$ cat config.mk
export PLATFORM = sky130hd
export DESIGN_NAME = audio_sync_led_pwm_ctrl
export DESIGN_NICKNAME = d
export VERILOG_FILES = /design/src/led_pwm_pkg.sv /design/src/pwm_if.sv /design/src/audio_sync_led_pwm_ctrl.sv /design/src/pwm_core.sv
export VERILOG_INCLUDE_DIRS = /design/src
export SDC_FILE = /design/constraint.sdc
export NUM_CORES = 1
export LEC_CHECK = 0
export ABC_AREA = 1
export BUFFER_PORTS_ARGS = -buffer_cell sky130_fd_sc_hd__buf_2
export CAP_MARGIN = 20
export CORE_ASPECT_RATIO = 0.6
export CORE_MARGIN = 10
export CORE_UTILIZATION = 55
export CTS_BUF_LIST = sky130_fd_sc_hd__clkbuf_8
export DETAILED_ROUTE_END_ITERATION = 12
export PLACE_DENSITY_LB_ADDON = 0.25
export SLEW_MARGIN = 10
export SYNTH_ARGS = -nofsm -noshare
export SYNTH_HDL_FRONTEND = slang
export SYNTH_SLANG_ARGS = --single-unit
$ cat constraint.sdc
create_clock -name ref_clk -period 4.05 [get_ports ref_clk]
set_clock_uncertainty 0.05 [all_clocks]
set_input_delay 0.405 -clock ref_clk [delete_from_list [all_inputs] [get_ports ref_clk]]
set_output_delay 0.405 -clock ref_clk [all_outputs]
set_load 0.02 [all_outputs]
$ cat src/led_pwm_consts.svh
// Shared constants for the audio synchronised LED PWM controller
`ifndef LED_PWM_CONSTS_SVH
`define LED_PWM_CONSTS_SVH

// ==========================================================
// Clock and timing
`define CLK_HZ          50000000
`define PWM_STEPS       256
`define PWM_F0_HZ       15000
`define PWM_F1_HZ       60
`define PWM_F2_HZ       7
`define PWM_F3_HZ       4
`define PWM_DIV(hz)     ((`CLK_HZ) / ((hz) * `PWM_STEPS))
`define SHUFFLE_MS      3200
`define SHUFFLE_CYCLES  ((`SHUFFLE_MS) * ((`CLK_HZ) / 1000))

// ==========================================================
// Target address, upper six bits and write direction
`define TARGET_ADDR_HI  6'h3D
`define TARGET_WRITE    1'h0
`define BIT_LAST        3'h7

// ==========================================================
// Register indices and control field layout
`define REG_CTRL        8'h00
`define REG_STATUS      8'h01
`define CTRL_RESET      8'h00
`define CTRL_PATTERN    0
`define CTRL_SHUFFLE    1
`define CTRL_RATE_LO    2
`define CTRL_RATE_HI    3
`define CTRL_FORCE_LO   4
`define CTRL_FORCE_HI   6

// ==========================================================
// Duty, mapping and randomiser
`define DUTY_FULL       9'h100
`define MAP_IDENTITY    3'h0
`define MAP_COUNT       4'h6
`define MAP_MIRROR      3'h3
`define BAND_COUNT      3
`define LFSR_SEED       8'h01
`define LFSR_TAPS       8'hB8
`define STEP_SPAN       8'h05

`endif

$ cat src/led_pwm_pkg.sv
// Types shared by the LED PWM controller modules
package led_pwm_pkg;
	typedef enum logic [4:0] {
		st_idle     = 5'b00001,
		st_addr     = 5'b00010,
		st_addr_ack = 5'b00100,
		st_data     = 5'b01000,
		st_data_ack = 5'b10000
	} i2c_state_t;
	typedef logic [8:0] duty_t;
	typedef logic [1:0] pwm_rate_t;
	typedef logic [2:0] map_idx_t;
endpackage

$ cat src/pwm_if.sv
// Duty and rate carrier between control logic and PWM core
`timescale 1ns/1ns
interface pwm_if;
	led_pwm_pkg::duty_t [2:0] duty;
	led_pwm_pkg::pwm_rate_t   rate;
	modport ctrl (output duty, output rate);
	modport core (input duty, input rate);
endinterface

$ cat src/audio_sync_led_pwm_ctrl.sv
// Write-only two-wire target, mode logic and band randomiser for three LED channels
// How it works
// - Answer only address 111101X0, X taken from the address select pin.
// - Each data line bit is taken on a rising serial clock edge.
// - Data falling while clock high starts a transfer and address compare.
// - On a matching address, pull data low through the ninth clock pulse.
// - Each data byte arrives MSB first and is acknowledged in pulse nine.
// - Further bytes may follow in one transfer, each acknowledged.
// - Data rising while clock high ends the transfer; idle line is high.
// - Pattern select clear gives audio mode, duty from band levels.
// - Randomiser off: low band to output one, mid two, high three.
// - Each output's duty rises monotonically with its band level.
// - Band shuffle enable bit turns the randomiser on and off.
// - Randomiser has no effect in direct pattern mode.
// - Active randomiser picks a new mapping every 3.2 seconds.
// - Pattern select set gives direct mode, force bits alone drive outputs.
// - In direct mode each force bit gives full duty when set, zero when clear.
// - Two-bit rate field picks one of four PWM rates for all outputs.
//
// The implementer's own choices: the register offsets and the strobed register port.
`timescale 1ns/1ns
`include "led_pwm_consts.svh"
module audio_sync_led_pwm_ctrl #(
	parameter logic [15:0] PWM_DIV_F1     = 16'(`PWM_DIV(`PWM_F1_HZ)),
	parameter logic [15:0] PWM_DIV_F2     = 16'(`PWM_DIV(`PWM_F2_HZ)),
	parameter logic [15:0] PWM_DIV_F3     = 16'(`PWM_DIV(`PWM_F3_HZ)),
	parameter logic [27:0] SHUFFLE_CYCLES = 28'(`SHUFFLE_CYCLES)
) (
	// Clock and reset
	input  wire logic       ref_clk,
	input  wire logic       rst,
	// Two-wire bus pins
	input  wire logic       scl_in,
	input  wire logic       sda_in,
	output logic            sda_out,
	output logic            sda_oe_n,
	input  wire logic       addr_sel,
	// Band levels from the audio filters
	input  wire logic [7:0] level_low,
	input  wire logic [7:0] level_mid,
	input  wire logic [7:0] level_high,
	// Register port
	input  wire logic [7:0] reg_addr,
	input  wire logic [7:0] reg_wdata,
	input  wire logic       reg_wr,
	input  wire logic       reg_rd,
	output logic [7:0]      reg_rdata,
	// LED drive
	output logic [2:0]      led_out
);
	// ==========================================================
	// Pin synchronisers
	logic scl_meta, scl_s, scl_d;
	logic sda_meta, sda_s, sda_d;
	logic adr_meta, adr_s;

	always_ff @(posedge ref_clk) begin
		if (rst) begin
			scl_meta <= 1'b1;
			scl_s    <= 1'b1;
			scl_d    <= 1'b1;
			sda_meta <= 1'b1;
			sda_s    <= 1'b1;
			sda_d    <= 1'b1;
			adr_meta <= 1'b0;
			adr_s    <= 1'b0;
		end else begin
			scl_meta <= scl_in;
			scl_s    <= scl_meta;
			scl_d    <= scl_s;
			sda_meta <= sda_in;
			sda_s    <= sda_meta;
			sda_d    <= sda_s;
			adr_meta <= addr_sel;
			adr_s    <= adr_meta;
		end
	end

	logic scl_rise, scl_fall, start_det, stop_det;
	assign scl_rise  = scl_s && !scl_d;
	assign scl_fall  = !scl_s && scl_d;
	assign start_det = scl_s && scl_d && sda_d && !sda_s;
	assign stop_det  = scl_s && scl_d && !sda_d && sda_s;

	// ==========================================================
	// Two-wire target
	led_pwm_pkg::i2c_state_t state;
	logic [7:0] shift;
	logic [7:0] next_byte;
	logic [7:0] own_addr;
	logic [2:0] bit_cnt;
	logic       first_byte;
	logic [7:0] pointer;
	logic       i2c_wr;
	logic [7:0] i2c_idx;
	logic [7:0] i2c_data;

	assign next_byte = {shift[6:0], sda_s};
	assign own_addr  = {`TARGET_ADDR_HI, adr_s, `TARGET_WRITE};

	always_ff @(posedge ref_clk) begin
		if (rst) begin
			state      <= led_pwm_pkg::st_idle;
			shift      <= '0;
			bit_cnt    <= '0;
			first_byte <= 1'b1;
			pointer    <= '0;
			i2c_wr     <= 1'b0;
			i2c_idx    <= '0;
			i2c_data   <= '0;
			sda_out    <= 1'b0;
			sda_oe_n   <= 1'b1;
		end else begin
			i2c_wr <= 1'b0;
			if (start_det) begin
				state      <= led_pwm_pkg::st_addr;
				bit_cnt    <= '0;
				first_byte <= 1'b1;
				sda_oe_n   <= 1'b1;
			end else if (stop_det) begin
				state    <= led_pwm_pkg::st_idle;
				sda_oe_n <= 1'b1;
			end else begin
				unique case (state)
					led_pwm_pkg::st_idle: begin
						sda_oe_n <= 1'b1;
					end
					led_pwm_pkg::st_addr: begin
						if (scl_rise) begin
							shift   <= next_byte;
							bit_cnt <= bit_cnt + 3'h1;
							if (bit_cnt == `BIT_LAST) begin
								// Read direction or foreign address: stay off the bus
								state <= (next_byte == own_addr) ? led_pwm_pkg::st_addr_ack
								                                 : led_pwm_pkg::st_idle;
							end
						end
					end
					led_pwm_pkg::st_addr_ack, led_pwm_pkg::st_data_ack: begin
						// Drive after the eighth pulse falls, release after the ninth
						if (scl_fall && sda_oe_n) begin
							sda_oe_n <= 1'b0;
						end else if (scl_fall) begin
							sda_oe_n <= 1'b1;
							bit_cnt  <= '0;
							state    <= led_pwm_pkg::st_data;
						end
					end
					led_pwm_pkg::st_data: begin
						if (scl_rise) begin
							shift   <= next_byte;
							bit_cnt <= bit_cnt + 3'h1;
							if (bit_cnt == `BIT_LAST) begin
								state      <= led_pwm_pkg::st_data_ack;
								first_byte <= 1'b0;
								if (first_byte) begin
									pointer <= next_byte;
								end else begin
									i2c_wr   <= 1'b1;
									i2c_idx  <= pointer;
									i2c_data <= next_byte;
									pointer  <= pointer + 8'h01;
								end
							end
						end
					end
				endcase
			end
		end
	end

	// ==========================================================
	// Control register
	// The register port wins a same-cycle clash with the bus.
	logic [7:0] ctrl;

	always_ff @(posedge ref_clk) begin
		if (rst) begin
			ctrl <= `CTRL_RESET;
		end else if (reg_wr && reg_addr == `REG_CTRL) begin
			ctrl <= reg_wdata;
		end else if (i2c_wr && i2c_idx == `REG_CTRL) begin
			ctrl <= i2c_data;
		end
	end

	logic       pattern_select;
	logic       band_shuffle_enable;
	logic [2:0] force_out;
	assign pattern_select      = ctrl[`CTRL_PATTERN];
	assign band_shuffle_enable = ctrl[`CTRL_SHUFFLE];
	assign force_out           = ctrl[`CTRL_FORCE_HI:`CTRL_FORCE_LO];

	// ==========================================================
	// Band randomiser
	logic [7:0]              lfsr;
	logic [27:0]             interval;
	logic                    shuffle_tick;
	led_pwm_pkg::map_idx_t   map_idx;
	logic [3:0]              map_sum;
	logic [7:0]              step_ofs;

	assign shuffle_tick = band_shuffle_enable && !pattern_select && (interval == SHUFFLE_CYCLES - 28'h1);
	assign step_ofs     = (lfsr % `STEP_SPAN) + 8'h01;
	assign map_sum      = {1'b0, map_idx} + step_ofs[3:0];

	always_ff @(posedge ref_clk) begin
		if (rst) begin
			lfsr <= `LFSR_SEED;
		end else begin
			lfsr <= lfsr[0] ? ((lfsr >> 1) ^ `LFSR_TAPS) : (lfsr >> 1);
		end
	end

	// The step is never zero, so every tick gives a different mapping.
	always_ff @(posedge ref_clk) begin
		if (rst) begin
			interval <= '0;
			map_idx  <= `MAP_IDENTITY;
		end else if (!band_shuffle_enable) begin
			interval <= '0;
			map_idx  <= `MAP_IDENTITY;
		end else if (pattern_select) begin
			interval <= '0;
		end else if (shuffle_tick) begin
			interval <= '0;
			map_idx  <= (map_sum >= `MAP_COUNT) ? 3'(map_sum - `MAP_COUNT) : map_sum[2:0];
		end else begin
			interval <= interval + 28'h1;
		end
	end

	// ==========================================================
	// Duty selection per output
	pwm_if pwm ();
	led_pwm_pkg::duty_t [2:0] band_duty;
	assign band_duty = {{1'b0, level_high}, {1'b0, level_mid}, {1'b0, level_low}};
	assign pwm.rate  = ctrl[`CTRL_RATE_HI:`CTRL_RATE_LO];

	for (genvar k = 0; k < `BAND_COUNT; k++) begin : g_out
		logic [2:0] band;
		assign band = (map_idx < `MAP_MIRROR) ? 3'((map_idx + 3'(k)) % 3'(`BAND_COUNT))
		                                      : 3'((map_idx - 3'(k)) % 3'(`BAND_COUNT));
		always_comb begin
			if (pattern_select) begin
				pwm.duty[k] = force_out[k] ? `DUTY_FULL : 9'h000;
			end else begin
				pwm.duty[k] = band_duty[band[1:0]];
			end
		end
	end

	pwm_core #(
		.DIV_F0 (16'(`PWM_DIV(`PWM_F0_HZ))),
		.DIV_F1 (PWM_DIV_F1),
		.DIV_F2 (PWM_DIV_F2),
		.DIV_F3 (PWM_DIV_F3)
	) u_pwm (
		.ref_clk (ref_clk),
		.rst     (rst),
		.pwm     (pwm.core),
		.led_out (led_out)
	);

	// ==========================================================
	// Register port read
	always_ff @(posedge ref_clk) begin
		if (rst) begin
			reg_rdata <= '0;
		end else if (reg_rd && reg_addr == `REG_CTRL) begin
			reg_rdata <= ctrl;
		end else if (reg_rd && reg_addr == `REG_STATUS) begin
			reg_rdata <= {4'h0, state != led_pwm_pkg::st_idle, map_idx};
		end else begin
			reg_rdata <= '0;
		end
	end
endmodule

$ cat src/pwm_core.sv
// Three channel PWM counter with four selectable rates
`timescale 1ns/1ns
`include "led_pwm_consts.svh"
module pwm_core #(
	parameter logic [15:0] DIV_F0 = 16'(`PWM_DIV(`PWM_F0_HZ)),
	parameter logic [15:0] DIV_F1 = 16'(`PWM_DIV(`PWM_F1_HZ)),
	parameter logic [15:0] DIV_F2 = 16'(`PWM_DIV(`PWM_F2_HZ)),
	parameter logic [15:0] DIV_F3 = 16'(`PWM_DIV(`PWM_F3_HZ))
) (
	// Clock and reset
	input  wire logic  ref_clk,
	input  wire logic  rst,
	// Duty and rate
	pwm_if.core        pwm,
	// LED drive
	output logic [2:0] led_out
);
	logic [15:0] prescale;
	logic [15:0] div_sel;
	logic [7:0]  step;

	// ==========================================================
	// Rate select
	always_comb begin
		unique case (pwm.rate)
			2'h0: div_sel = DIV_F0;
			2'h1: div_sel = DIV_F1;
			2'h2: div_sel = DIV_F2;
			2'h3: div_sel = DIV_F3;
		endcase
	end

	// ==========================================================
	// Period counter
	// A rate change that leaves the count past the new limit wraps at once rather than running on.
	always_ff @(posedge ref_clk) begin
		if (rst) begin
			prescale <= '0;
			step     <= '0;
		end else if (prescale >= div_sel - 16'h0001) begin
			prescale <= '0;
			step     <= step + 8'h01;
		end else begin
			prescale <= prescale + 16'h0001;
		end
	end

	// ==========================================================
	// Comparators
	// Full code holds the output on for the whole period.
	for (genvar k = 0; k < `BAND_COUNT; k++) begin : g_chan
		always_ff @(posedge ref_clk) begin
			if (rst) begin
				led_out[k] <= 1'b0;
			end else begin
				led_out[k] <= (pwm.duty[k] == `DUTY_FULL) || ({1'b0, step} < pwm.duty[k]);
			end
		end
	end
endmodule

# ---- Word-level counts from Yosys, hierarchy flattened
# Cells that the tools add are included.
dict set report totals {
  ff_bits 132
  latch_bits 0
  ramBits 0
  mem_bits_ro 0
  in_bits 47
  out_inout_bits 13
  word_cells 185
  n_memories 0
}
dict set report op_classes {
  addsub 13
  mul 0
  div_mod_pow 6
  order_cmp 9
  eq_ne 30
  shift 0
  muxes 40
  bitwise 10
  reduce_logical 48
}
# op n
set ops {}
lappend ops {{$mux 9} 9}
lappend ops {{$pmux 16 s4} 1}
lappend ops {{$bmux 9 s2} 3}
lappend ops {{$mux 8} 4}
lappend ops {{$mux 5} 6}
lappend ops {{$add 28x1->28 const B} 1}
lappend ops {{$eq 28x28->1 const B} 1}
lappend ops {{$eq 9x9->1 const B} 3}
lappend ops {{$lt 8x9->1} 3}
lappend ops {{$ne 4x4->1 const B} 6}
lappend ops {{$add 16x1->16 const B} 1}
lappend ops {{$add 8x1->8 const B} 2}
lappend ops {{$ge 16x16->1} 1}
lappend ops {{$logic_not 8->1} 2}
lappend ops {{$sub 16x1->16 const B} 1}
lappend ops {{$mod 3x2->3 const B} 5}
lappend ops {{$mux 3} 5}
lappend ops {{$pmux 5 s3} 1}
lappend ops {{$logic_and 1x1->1} 14}
lappend ops {{$reduce_and 7->1} 2}
lappend ops {{$ne 2x2->1 const B} 6}
lappend ops {{$reduce_or 2->1} 6}
lappend ops {{$reduce_and 5->1} 2}
lappend ops {{$lt 2x3->1 const B} 3}
lappend ops {{other kinds (43)} 68}

# ---- Longest topological paths before layout
# Gate-level depths: netlist of the first run.
dict set report depth {
  depth_word 8
  mapped_depth 42
  ltp_nobuf 42
}

# ---- Hierarchy
# Synthesis of the first run repeated with hierarchy kept, for this count alone.
dict set report unflattened {
  hier_cells 1214
  hier_area_um2 8354.3
}
# module n_inst cells_each area_per_inst_um2 seq_area_each_um2
set by_module_without_submodules {}
lappend by_module_without_submodules {audio_sync_led_pwm_ctrl 1 892 6102.1 2102.0}
lappend by_module_without_submodules {pwm_core 1 322 2252.2 540.5}

# ---- Worst setup path before layout of the first run
# OpenSTA, ideal clock, no wires.
dict set report synth_timing {
  path_kind {reg2reg}
  from {register lfsr[7]}
  to {register map_idx[2]}
  setup_ns 0.112
  arrival_ns 3.973
  t_required_ns 3.888
  path_slack_ns -0.085
  stages_incl_launch_ff 41
  n_path_buf 0
  synth_period_minus_slack_ns 4.135
  cell_sequence {dfxtp_1 inv_2 o21ai_2 inv_2 nand2_4 nand2_2 nand2_2 nand3_2 nand2_4 nand2_4 nand2_2 nand3_2 nand2_2 nand2_2 nand2_1 nand2_1 ha_1 inv_1 [5 not listed] inv_1 ha_1 inv_1 nand2_1 nand3_4 a21oi_1 ha_1 nand2_1 nor2_1 a211oi_1 xor2_1 inv_1 nand3_1 nand2_1 nand2_1 nand2_1 nand2_1 nand2_1}
}
dict set report synth_between {
  elab_chain_len 5
  elab_cells_between_ends 6
  cone_classes {3 x add/sub; 1 x div; 1 x order compare; 1 x mux}
}
# item line_no
set synth_rtl {}
lappend synth_rtl {{start, declared} audio_sync_led_pwm_ctrl.sv:196} ;# logic [7:0] lfsr;
lappend synth_rtl {{start signal, assigned} audio_sync_led_pwm_ctrl.sv:209} ;# lfsr <= `LFSR_SEED;
lappend synth_rtl {{start signal, assigned} audio_sync_led_pwm_ctrl.sv:211} ;# lfsr <= lfsr[0] ? ((lfsr >> 1) ^ `LFSR_TAPS) : (lfsr >> 1);
lappend synth_rtl {{$mod 8x3->8 (no line) (*)} -}
lappend synth_rtl {{$add 4x1->4 (*)} audio_sync_led_pwm_ctrl.sv:204} ;# assign step_ofs = (lfsr % `STEP_SPAN) + 8'h01;
lappend synth_rtl {{$add 3x4->4 (*)} audio_sync_led_pwm_ctrl.sv:205} ;# assign map_sum = {1'b0, map_idx} + step_ofs[3:0];
lappend synth_rtl {{$ge 4x3->1 (no line) / $sub 3x3->3 (equally long branches)} -}
lappend synth_rtl {{$mux 3 (*)} audio_sync_led_pwm_ctrl.sv:227} ;# map_idx <= (map_sum >= `MAP_COUNT) ? 3'(map_sum - `MAP_COUNT) : map_sum[2:0];
lappend synth_rtl {{end signal, assigned} audio_sync_led_pwm_ctrl.sv:219} ;# map_idx <= `MAP_IDENTITY;
lappend synth_rtl {{end signal, assigned} audio_sync_led_pwm_ctrl.sv:222} ;# map_idx <= `MAP_IDENTITY;
lappend synth_rtl {{end signal, assigned} audio_sync_led_pwm_ctrl.sv:227}
lappend synth_rtl {{end, declared} audio_sync_led_pwm_ctrl.sv:199} ;# led_pwm_pkg::map_idx_t map_idx;
# Mark *: on every way between the ends. The rest lies on a longest branch, timed or not.
# A chain may end at the register's enable or synchronous reset.

# ---- Final worst setup path of the first run
dict set report layout_timing {
  from {register lfsr[7]}
  to {register map_idx[1]}
}
# Same word-level chain as after synthesis.

==> results.sh, run 1 <==
export IMPL_violations="negative setup slack"
export IMPL_synth_compound_area_share_pct=17.46
export IMPL_syn_inst=1120
export IMPL_max_cap_viol_count=0
export IMPL_mostFrequentLayoutCell="inv_1"
export IMPL_clkPwrFrac_pct=32.7
export IMPL_dp_hpwl_mm=14.94
export IMPL_start_util_pct=57.08
export IMPL_io_pins=60
export IMPL_placed_area_sq_mm=0.008648
export IMPL_htree_levels=4
export IMPL_synth_area_per_cell_sq_um=7.070
export IMPL_cellLeakagePower_nw=4.156
export IMPL_post_route_cell_area_sq_mm=0.009420
export IMPL_drc_errors=0
export IMPL_fmax_mhz=241.2
export IMPL_crit_required_ns=4.33
export IMPL_ff2ff_setup_slack_ns=-0.1
export IMPL_slowest_delay_ns=0.54
export IMPL_syn_nets=1225
export IMPL_wl_per_cell_um=14.33
export IMPL_multi_input_area_sq_mm=0.004778
export IMPL_synth_xor_area_share_pct=1.548
export IMPL_dr_pass1_iters=5
export IMPL_via_per_inst=5.448
export IMPL_grt_met3_usage_pct=4.648
export IMPL_cts_sinks=132
export IMPL_grtUsageMet2_pct=28.65
export IMPL_power_density_mw_per_mm2=356.1
export IMPL_dp_cells=1381
export IMPL_internal_power_mw=2.292
export IMPL_synth_seq_area_share_pct=33.37
export IMPL_antenna_found_initial=0
export IMPL_worst_setup_path_start_kind="flip-flop"
export IMPL_place_port_buffers=58
export IMPL_syn_area_sq_mm=0.007919
export IMPL_std_cell_rows=33
export IMPL_synth_simple_area_share_pct=28.57
export IMPL_hold_buffers=0
export IMPL_drt_total_wl_mm=20.43
export IMPL_cp_common_cell="nand2_2"
export IMPL_grt_max_degree=46
export IMPL_drtIter0Drc=608
export IMPL_synth_seq_cells=132
export IMPL_synthMuxAreaShare_pct=0
export IMPL_end_kind="flip-flop"
export IMPL_power_total_mw=3.354
export IMPL_gp_congestion=0.9272
export IMPL_swShare_pct=31.68
export IMPL_use_met1_pct=29.68
export IMPL_fin_util_pct=67.90
export IMPL_power_frac_seq_pct=39.6
export IMPL_tritoncts="yes"
export IMPL_overflow=0
export IMPL_nFillCells=1177
export IMPL_synth_top_family_by_area="simple AND/OR/NAND/NOR gates"
export IMPL_maxSlewViolCount=0
export IMPL_hold_path_class="input port to flip-flop"
export IMPL_grt_pass1_vias=6948
export IMPL_area_growth_pct=18.96
export IMPL_vias=7769
export IMPL_diodes=0
export IMPL_cts_reportedPaths_clkPinSlew_ns=0.07
export IMPL_fin_ws_ns=-0.09542
export IMPL_die_w_um=174.9
export IMPL_ys_types=54
export IMPL_worst_path_max_fanout=5
export IMPL_period_share_pct=102.4
export IMPL_power_frac_comb_pct=27.7
export IMPL_finalSetupTns_ns=-0.1892
export IMPL_run_status="finished with violations"
export IMPL_hold_viol=0
export IMPL_final_antenna_net_count=0
export IMPL_vdd_drop_max_mv=0.2333
export IMPL_yosys_area_top_type="dfxtp_1"
export IMPL_yosys_warnings=0
export IMPL_cts_made_buffers=17
export IMPL_drive_gt1_share_pct=20.91
export IMPL_tightest_slew_ns=0.9414
export IMPL_die_area_sq_mm=0.01976
export IMPL_rsz0062_at_grt="true"
export IMPL_critPathKind="flip-flop to flip-flop"
export IMPL_nNetsFinal=1326
export IMPL_groute_usage_overall_pct=20.09
export IMPL_arrival_ns=4.42
export IMPL_grt_busiest_layer="met1"
export IMPL_grt_pass1_wl_mm=33.64
export IMPL_slowest_stage="fa_2"
export IMPL_synthTopCellsByArea="dfxtp_1 33%, ha_1 8.8%, nand2_1 7.7%"
export IMPL_finalCriticalPeriod_ns=4.145
export IMPL_finalNonFillerCells=1426
export IMPL_die_y_um=112.9
export IMPL_clock_root_buffer="clkbuf_8"
export IMPL_cts_buffer_depth=2
export IMPL_slew_limit_headroom_pct=37.09
export IMPL_finalSetupViolCount=2
export IMPL_synth_adder_area_share_pct=9.354
export IMPL_final_cell_mix="151 x inv_1, 149 x nand2_1, 128 x dfxtp_1, 103 x nor2_1, 90 x o21ai_0"
export IMPL_seq_area_sq_mm=0.002653
export IMPL_synth_top_area_share_pct=33.37
export IMPL_core_area_sq_mm=0.01387
export IMPL_netSwitchingPower_mw=1.063
export IMPL_clk_latency_ns=0.44
## through the flow
stage	hold WS (ns)	setup WS, ns
after global placement	0.3461	-0.06841
final	0.1071	-0.09542
after detailed placement	0.3450	-0.2132
after floorplan	0.3383	0.003203
after CTS	0.08864	-0.1052
after global routing	0.09572	-0.4215
## path summary, 6_finish.rpt
kind                  startpoint                 endpoint  cells after the start
min reg2reg  adr_meta$_SDFF_PP0_         adr_s$_SDFF_PP0_                      2
min                       scl_in      scl_meta$_SDFF_PP1_                      2
max           lfsr[7]$_SDFF_PP0_  map_idx[1]$_SDFFE_PP0P_                     35
max reg2reg   lfsr[7]$_SDFF_PP0_  map_idx[1]$_SDFFE_PP0P_                     35
## per-layer routing
| metal | wire length [um] | part of all wire (%) |
|---|---|---|
| met1 | 10340 | 51 |
| met2 | 8393 | 41 |
| met3 | 1450 | 7.1 |
| met4 | 244 | 1.2 |
| met5 | 0 | 0 |
## sequential cells by signal (all words and copies together), names as in the netlist, 5 cells and up
register	flops
interval	28
u_pwm.prescale	16
ctrl	8
i2c_data	8
i2c_idx	8
lfsr	8
pointer	8
reg_rdata	8
u_pwm.step	8
shift	7
state	5
## synthesized netlist by cell type (all sizes together)
master   number
conb          1
a22oi         3
o21a          5
a21oi        93
xnor2         6
clkinv        4
nand2       179
nor2        116
o32ai         1
xor2          8
and3          5
o211a         1
buf           2
clkbuf       27
o221a         1
o2111ai       1
o21bai        1
a31oi         5
inv         169
a41oi         1
and2          1
dfxtp       132
nand3b        2
o21ai        99
or2           6
nor3         38
nor3b        19
nand3        77
nor4         14
fa            2
a211oi        6
a2111oi       1
ha           56
a221oi        2
nand4        11
a311oi        1
o211ai       24
## power groups by stage
stage / logic (mW) / registers [mW] / clock network (mW)
after CTS: 0.810 / 1.33 / 1.11
after floorplan: 0.492 / 1.36 / 0
final: 0.930 / 1.33 / 1.10
after global routing: 1.03 / 1.33 / 1.18
after global placement: 0.710 / 1.36 / 0
after detailed placement: 0.726 / 1.36 / 0
## area by class of cell
cell class / count / share of cell area, %
clock buffers: 18 / 2.630
multi-input cells: 786 / 50.72
well taps: 192 / 2.550
flip-flops and latches: 132 / 28.16
inverters: 173 / 7.013
clock inverters: 14 / 1.461
repair buffers: 111 / 7.464
## worst max-delay path, delay by kind of cell (launching register included)
| kind | cells | cell delay, ns |
|---|---|---|
| adder cells (fa/ha/maj) | 4 | 1.05 |
| buffers and inverters | 7 | 0.39 |
| AO/OA/AOI/OAI | 1 | 0.15 |
| flip-flops | 1 | 0.40 |
| XOR/XNOR | 1 | 0.17 |
| AND/OR/NAND/NOR | 22 | 1.86 |
## cells by family after synthesis
| kind of cell | after synthesis |
|---|---|
| buf+inv | 202 |
| other cells | 1 |
| simple gates | 468 |
| compound gates | 245 |
| fa+ha+maj | 58 |
| flops | 132 |
| xor+xnor | 14 |
## timing repair
item	CTS	global route
pin swaps	22	36
resized for setup	21	58
endpoints found under the setup margin	3	3
cloned	0	0
setup buffers	6	7
(Power assumes the default switching activity.)
==> inputs of run 2 (changes only) <==
--- a/config.mk
+++ b/config.mk
@@ -18,4 +18,5 @@
 export SLEW_MARGIN = 10
 export SYNTH_ARGS = -nofsm -noshare
 export SYNTH_HDL_FRONTEND = slang
+export SYNTH_HIERARCHICAL = 1
 export SYNTH_SLANG_ARGS = --single-unit
==> results.sh, run 2 <==
export IMPL_nFillCells=1256
export IMPL_antenna_found_initial=0
export IMPL_die_w_um=179.1
export IMPL_finalSetupTns_ns=-1.571
export IMPL_cts_sinks=132
export IMPL_ys_flop_type="dfxtp_1"
export IMPL_period_share_pct=118.2
export IMPL_synthTopCellsByArea="dfxtp_1 32%, nand2_1 9.0%, ha_1 8.5%"
export IMPL_tritoncts="yes"
export IMPL_area_growth_pct=18.06
export IMPL_tightest_slew_ns=0.9746
export IMPL_vdd_drop_max_mv=0.1779
export IMPL_cts_reportedPaths_clkPinSlew_ns=0.08
export IMPL_grt_pass1_vias=7490
export IMPL_violations="negative setup slack"
export IMPL_power_frac_seq_pct=37.8
export IMPL_mostFrequentLayoutCell="nand2_1"
export IMPL_largestRegisters="interval (28), u_pwm/prescale (16)"
export IMPL_place_port_buffers=58
export IMPL_die_y_um=115.5
export IMPL_vias=8112
export IMPL_diodes=0
export IMPL_largest_register_ffs=28
export IMPL_drt_total_wl_mm=20.96
export IMPL_cts_made_buffers=17
export IMPL_overflow=0
export IMPL_gp_congestion=0.8962
export IMPL_rsz0062_at_grt="true"
export IMPL_run_status="finished with violations"
export IMPL_dp_hpwl_mm=15.62
export IMPL_clk_latency_ns=0.44
export IMPL_grt_pass1_wl_mm=35.09
export IMPL_start_util_pct=56.92
export IMPL_fin_ws_ns=-0.7385
export IMPL_hold_path_class="input port to flip-flop"
export IMPL_syn_nets=1320
export IMPL_syn_area_sq_mm=0.008354
export IMPL_io_pins=60
export IMPL_die_area_sq_mm=0.02068
export IMPL_power_density_mw_per_mm2=354.8
export IMPL_synthTopCellsByCount="200 x nand2_1, 187 x inv_1, 132 x dfxtp_1, 119 x a21oi_1, 118 x nor2_1"
export IMPL_cellLeakagePower_nw=4.541
export IMPL_synth_seq_area_share_pct=31.63
export IMPL_crit_required_ns=4.37
export IMPL_synth_seq_cells=132
export IMPL_drive_gt1_share_pct=19.31
export IMPL_critPathKind="flip-flop to flip-flop"
export IMPL_dp_cells=1489
export IMPL_worst_setup_path_start_kind="flip-flop"
export IMPL_final_cell_mix="189 x nand2_1, 185 x inv_1, 130 x dfxtp_1, 118 x a21oi_1, 114 x nor2_1"
export IMPL_groute_usage_overall_pct=20.30
export IMPL_htree_levels=4
export IMPL_power_frac_comb_pct=33.6
export IMPL_hold_viol=0
export IMPL_finalCriticalPeriod_ns=4.788
export IMPL_synthArstFlopShare_pct=0
export IMPL_std_cell_rows=34
export IMPL_clkPwrFrac_pct=28.6
export IMPL_max_cap_viol_count=0
export IMPL_cts_buffer_depth=2
export IMPL_nNetsFinal=1426
export IMPL_grt_max_degree=42
export IMPL_maxSlewViolCount=0
export IMPL_yosys_warnings=6
export IMPL_power_total_mw=3.500
export IMPL_core_area_sq_mm=0.01468
export IMPL_arrival_ns=5.11
export IMPL_slowest_delay_ns=0.56
export IMPL_netSwitchingPower_mw=1.173
export IMPL_dr_pass1_iters=5
export IMPL_end_kind="flip-flop"
export IMPL_drc_errors=0
export IMPL_drtIter0Drc=689
export IMPL_swShare_pct=33.52
export IMPL_regMostFlops="interval"
export IMPL_yosys_area_top_type="dfxtp_1"
export IMPL_finalSetupViolCount=3
export IMPL_via_per_inst=5.305
export IMPL_syn_inst=1214
export IMPL_slew_limit_headroom_pct=34.87
export IMPL_final_antenna_net_count=0
export IMPL_ys_types=50
export IMPL_synth_top_area_share_pct=31.63
export IMPL_synthMostInstantiatedCell="nand2_1"
export IMPL_worst_path_max_fanout=5
export IMPL_internal_power_mw=2.327
export IMPL_wl_per_cell_um=13.71
export IMPL_clock_root_buffer="clkbuf_8"
export IMPL_synth_edf_count=0
export IMPL_finalNonFillerCells=1529
export IMPL_dp_slack_ns=-0.7120
export IMPL_slowest_stage="fa_2"
export IMPL_synth_area_per_cell_sq_um=6.882
export IMPL_fmax_mhz=208.8
==> run 2: worst max-delay path, delay by kind of cell (launching register included) <==
kind	cells	cell delay [ns]
adders and majority gates	5	1.24
DFF	1	0.34
AOI/OAI and AO/OA	1	0.19
and+or+nand+nor	24	2.08
xor gates and xnor gates	2	0.30
buffers and inverters	8	0.56
==> run 2: cell type report <==
class,instances,area (sq um),share of cell area [%]
timing repair buffer,120,808.3,8.195
clock inverter,13,111.4,1.129
clock buffer,17,234.0,2.372
multi-input combinational,848,5062,51.33
inverter,201,754.5,7.649
tap,198,247.7,2.512
sequential,132,2645,26.82
==> run 2: path summary, 6_finish.rpt <==
path / from / end / slack (ns) / cells past startpoint
setup reg to reg: lfsr[6]$_SDFF_PP0_ / map_idx[1]$_SDFFE_PP0P_ / -0.74 / 40
hold / removal: sda_in / sda_meta$_SDFF_PP1_ / 0.1 / 2
hold reg to reg: sda_meta$_SDFF_PP1_ / sda_s$_SDFF_PP1_ / 0.36 / 1
setup / recovery: lfsr[6]$_SDFF_PP0_ / map_idx[1]$_SDFFE_PP0P_ / -0.74 / 40
==> run 2: kinds of logic after synthesis <==
group | after synthesis | synth area share (%)
xor gates and xnor gates | 27 | 2.831
buffers and inverters | 234 | 10.78
adders and majority gates | 59 | 9.016
AOI/OAI and AO/OA | 251 | 17.19
DFF | 132 | 31.63
muxes | 1 | 0.1348
other | 1 | 0.04489
and+or+nand+nor | 509 | 28.37
==> run 2: stage by stage <==
stage | util (%) | instance area (sq um) | hold WS [ns]
CTS | 66.25 | 9723 | 0.07996
detailed placement | 63.16 | 9270 | 0.3489
floorplan | - | 8463 | 0.3383
finish | 67.20 | 9863 | 0.09779
global route | 67.20 | 9863 | 0.07333
global placement | 63.16 | 9270 | 0.3410
==> run 2: power by group through the flow <==
stage	combinational (mW)	sequential (mW)	clock [mW]
2_1_floorplan	0.672	1.35	0
3_3_place_gp	0.965	1.35	0
3_5_place_dp	0.992	1.35	0
4_1_cts	1.07	1.32	1.03
5_1_grt	1.29	1.32	1.08
6_report	1.18	1.32	1.00
==> run 2: metal layers <==
layer  vias up  GRT usage (%)  wire, um
met5         -              0         0
met2       222          30.98      8975
met3        24          4.256      1223
met1      3660          28.75     10540
met4         0          4.842       222
li1       4206              -         -
==> run 2: timing repair <==
item,in CTS,in global routing
pin swaps,31,22
hold buffers,0,0
setup endpoints to repair,2,5
resized for setup,13,23
buffers inserted,7,1
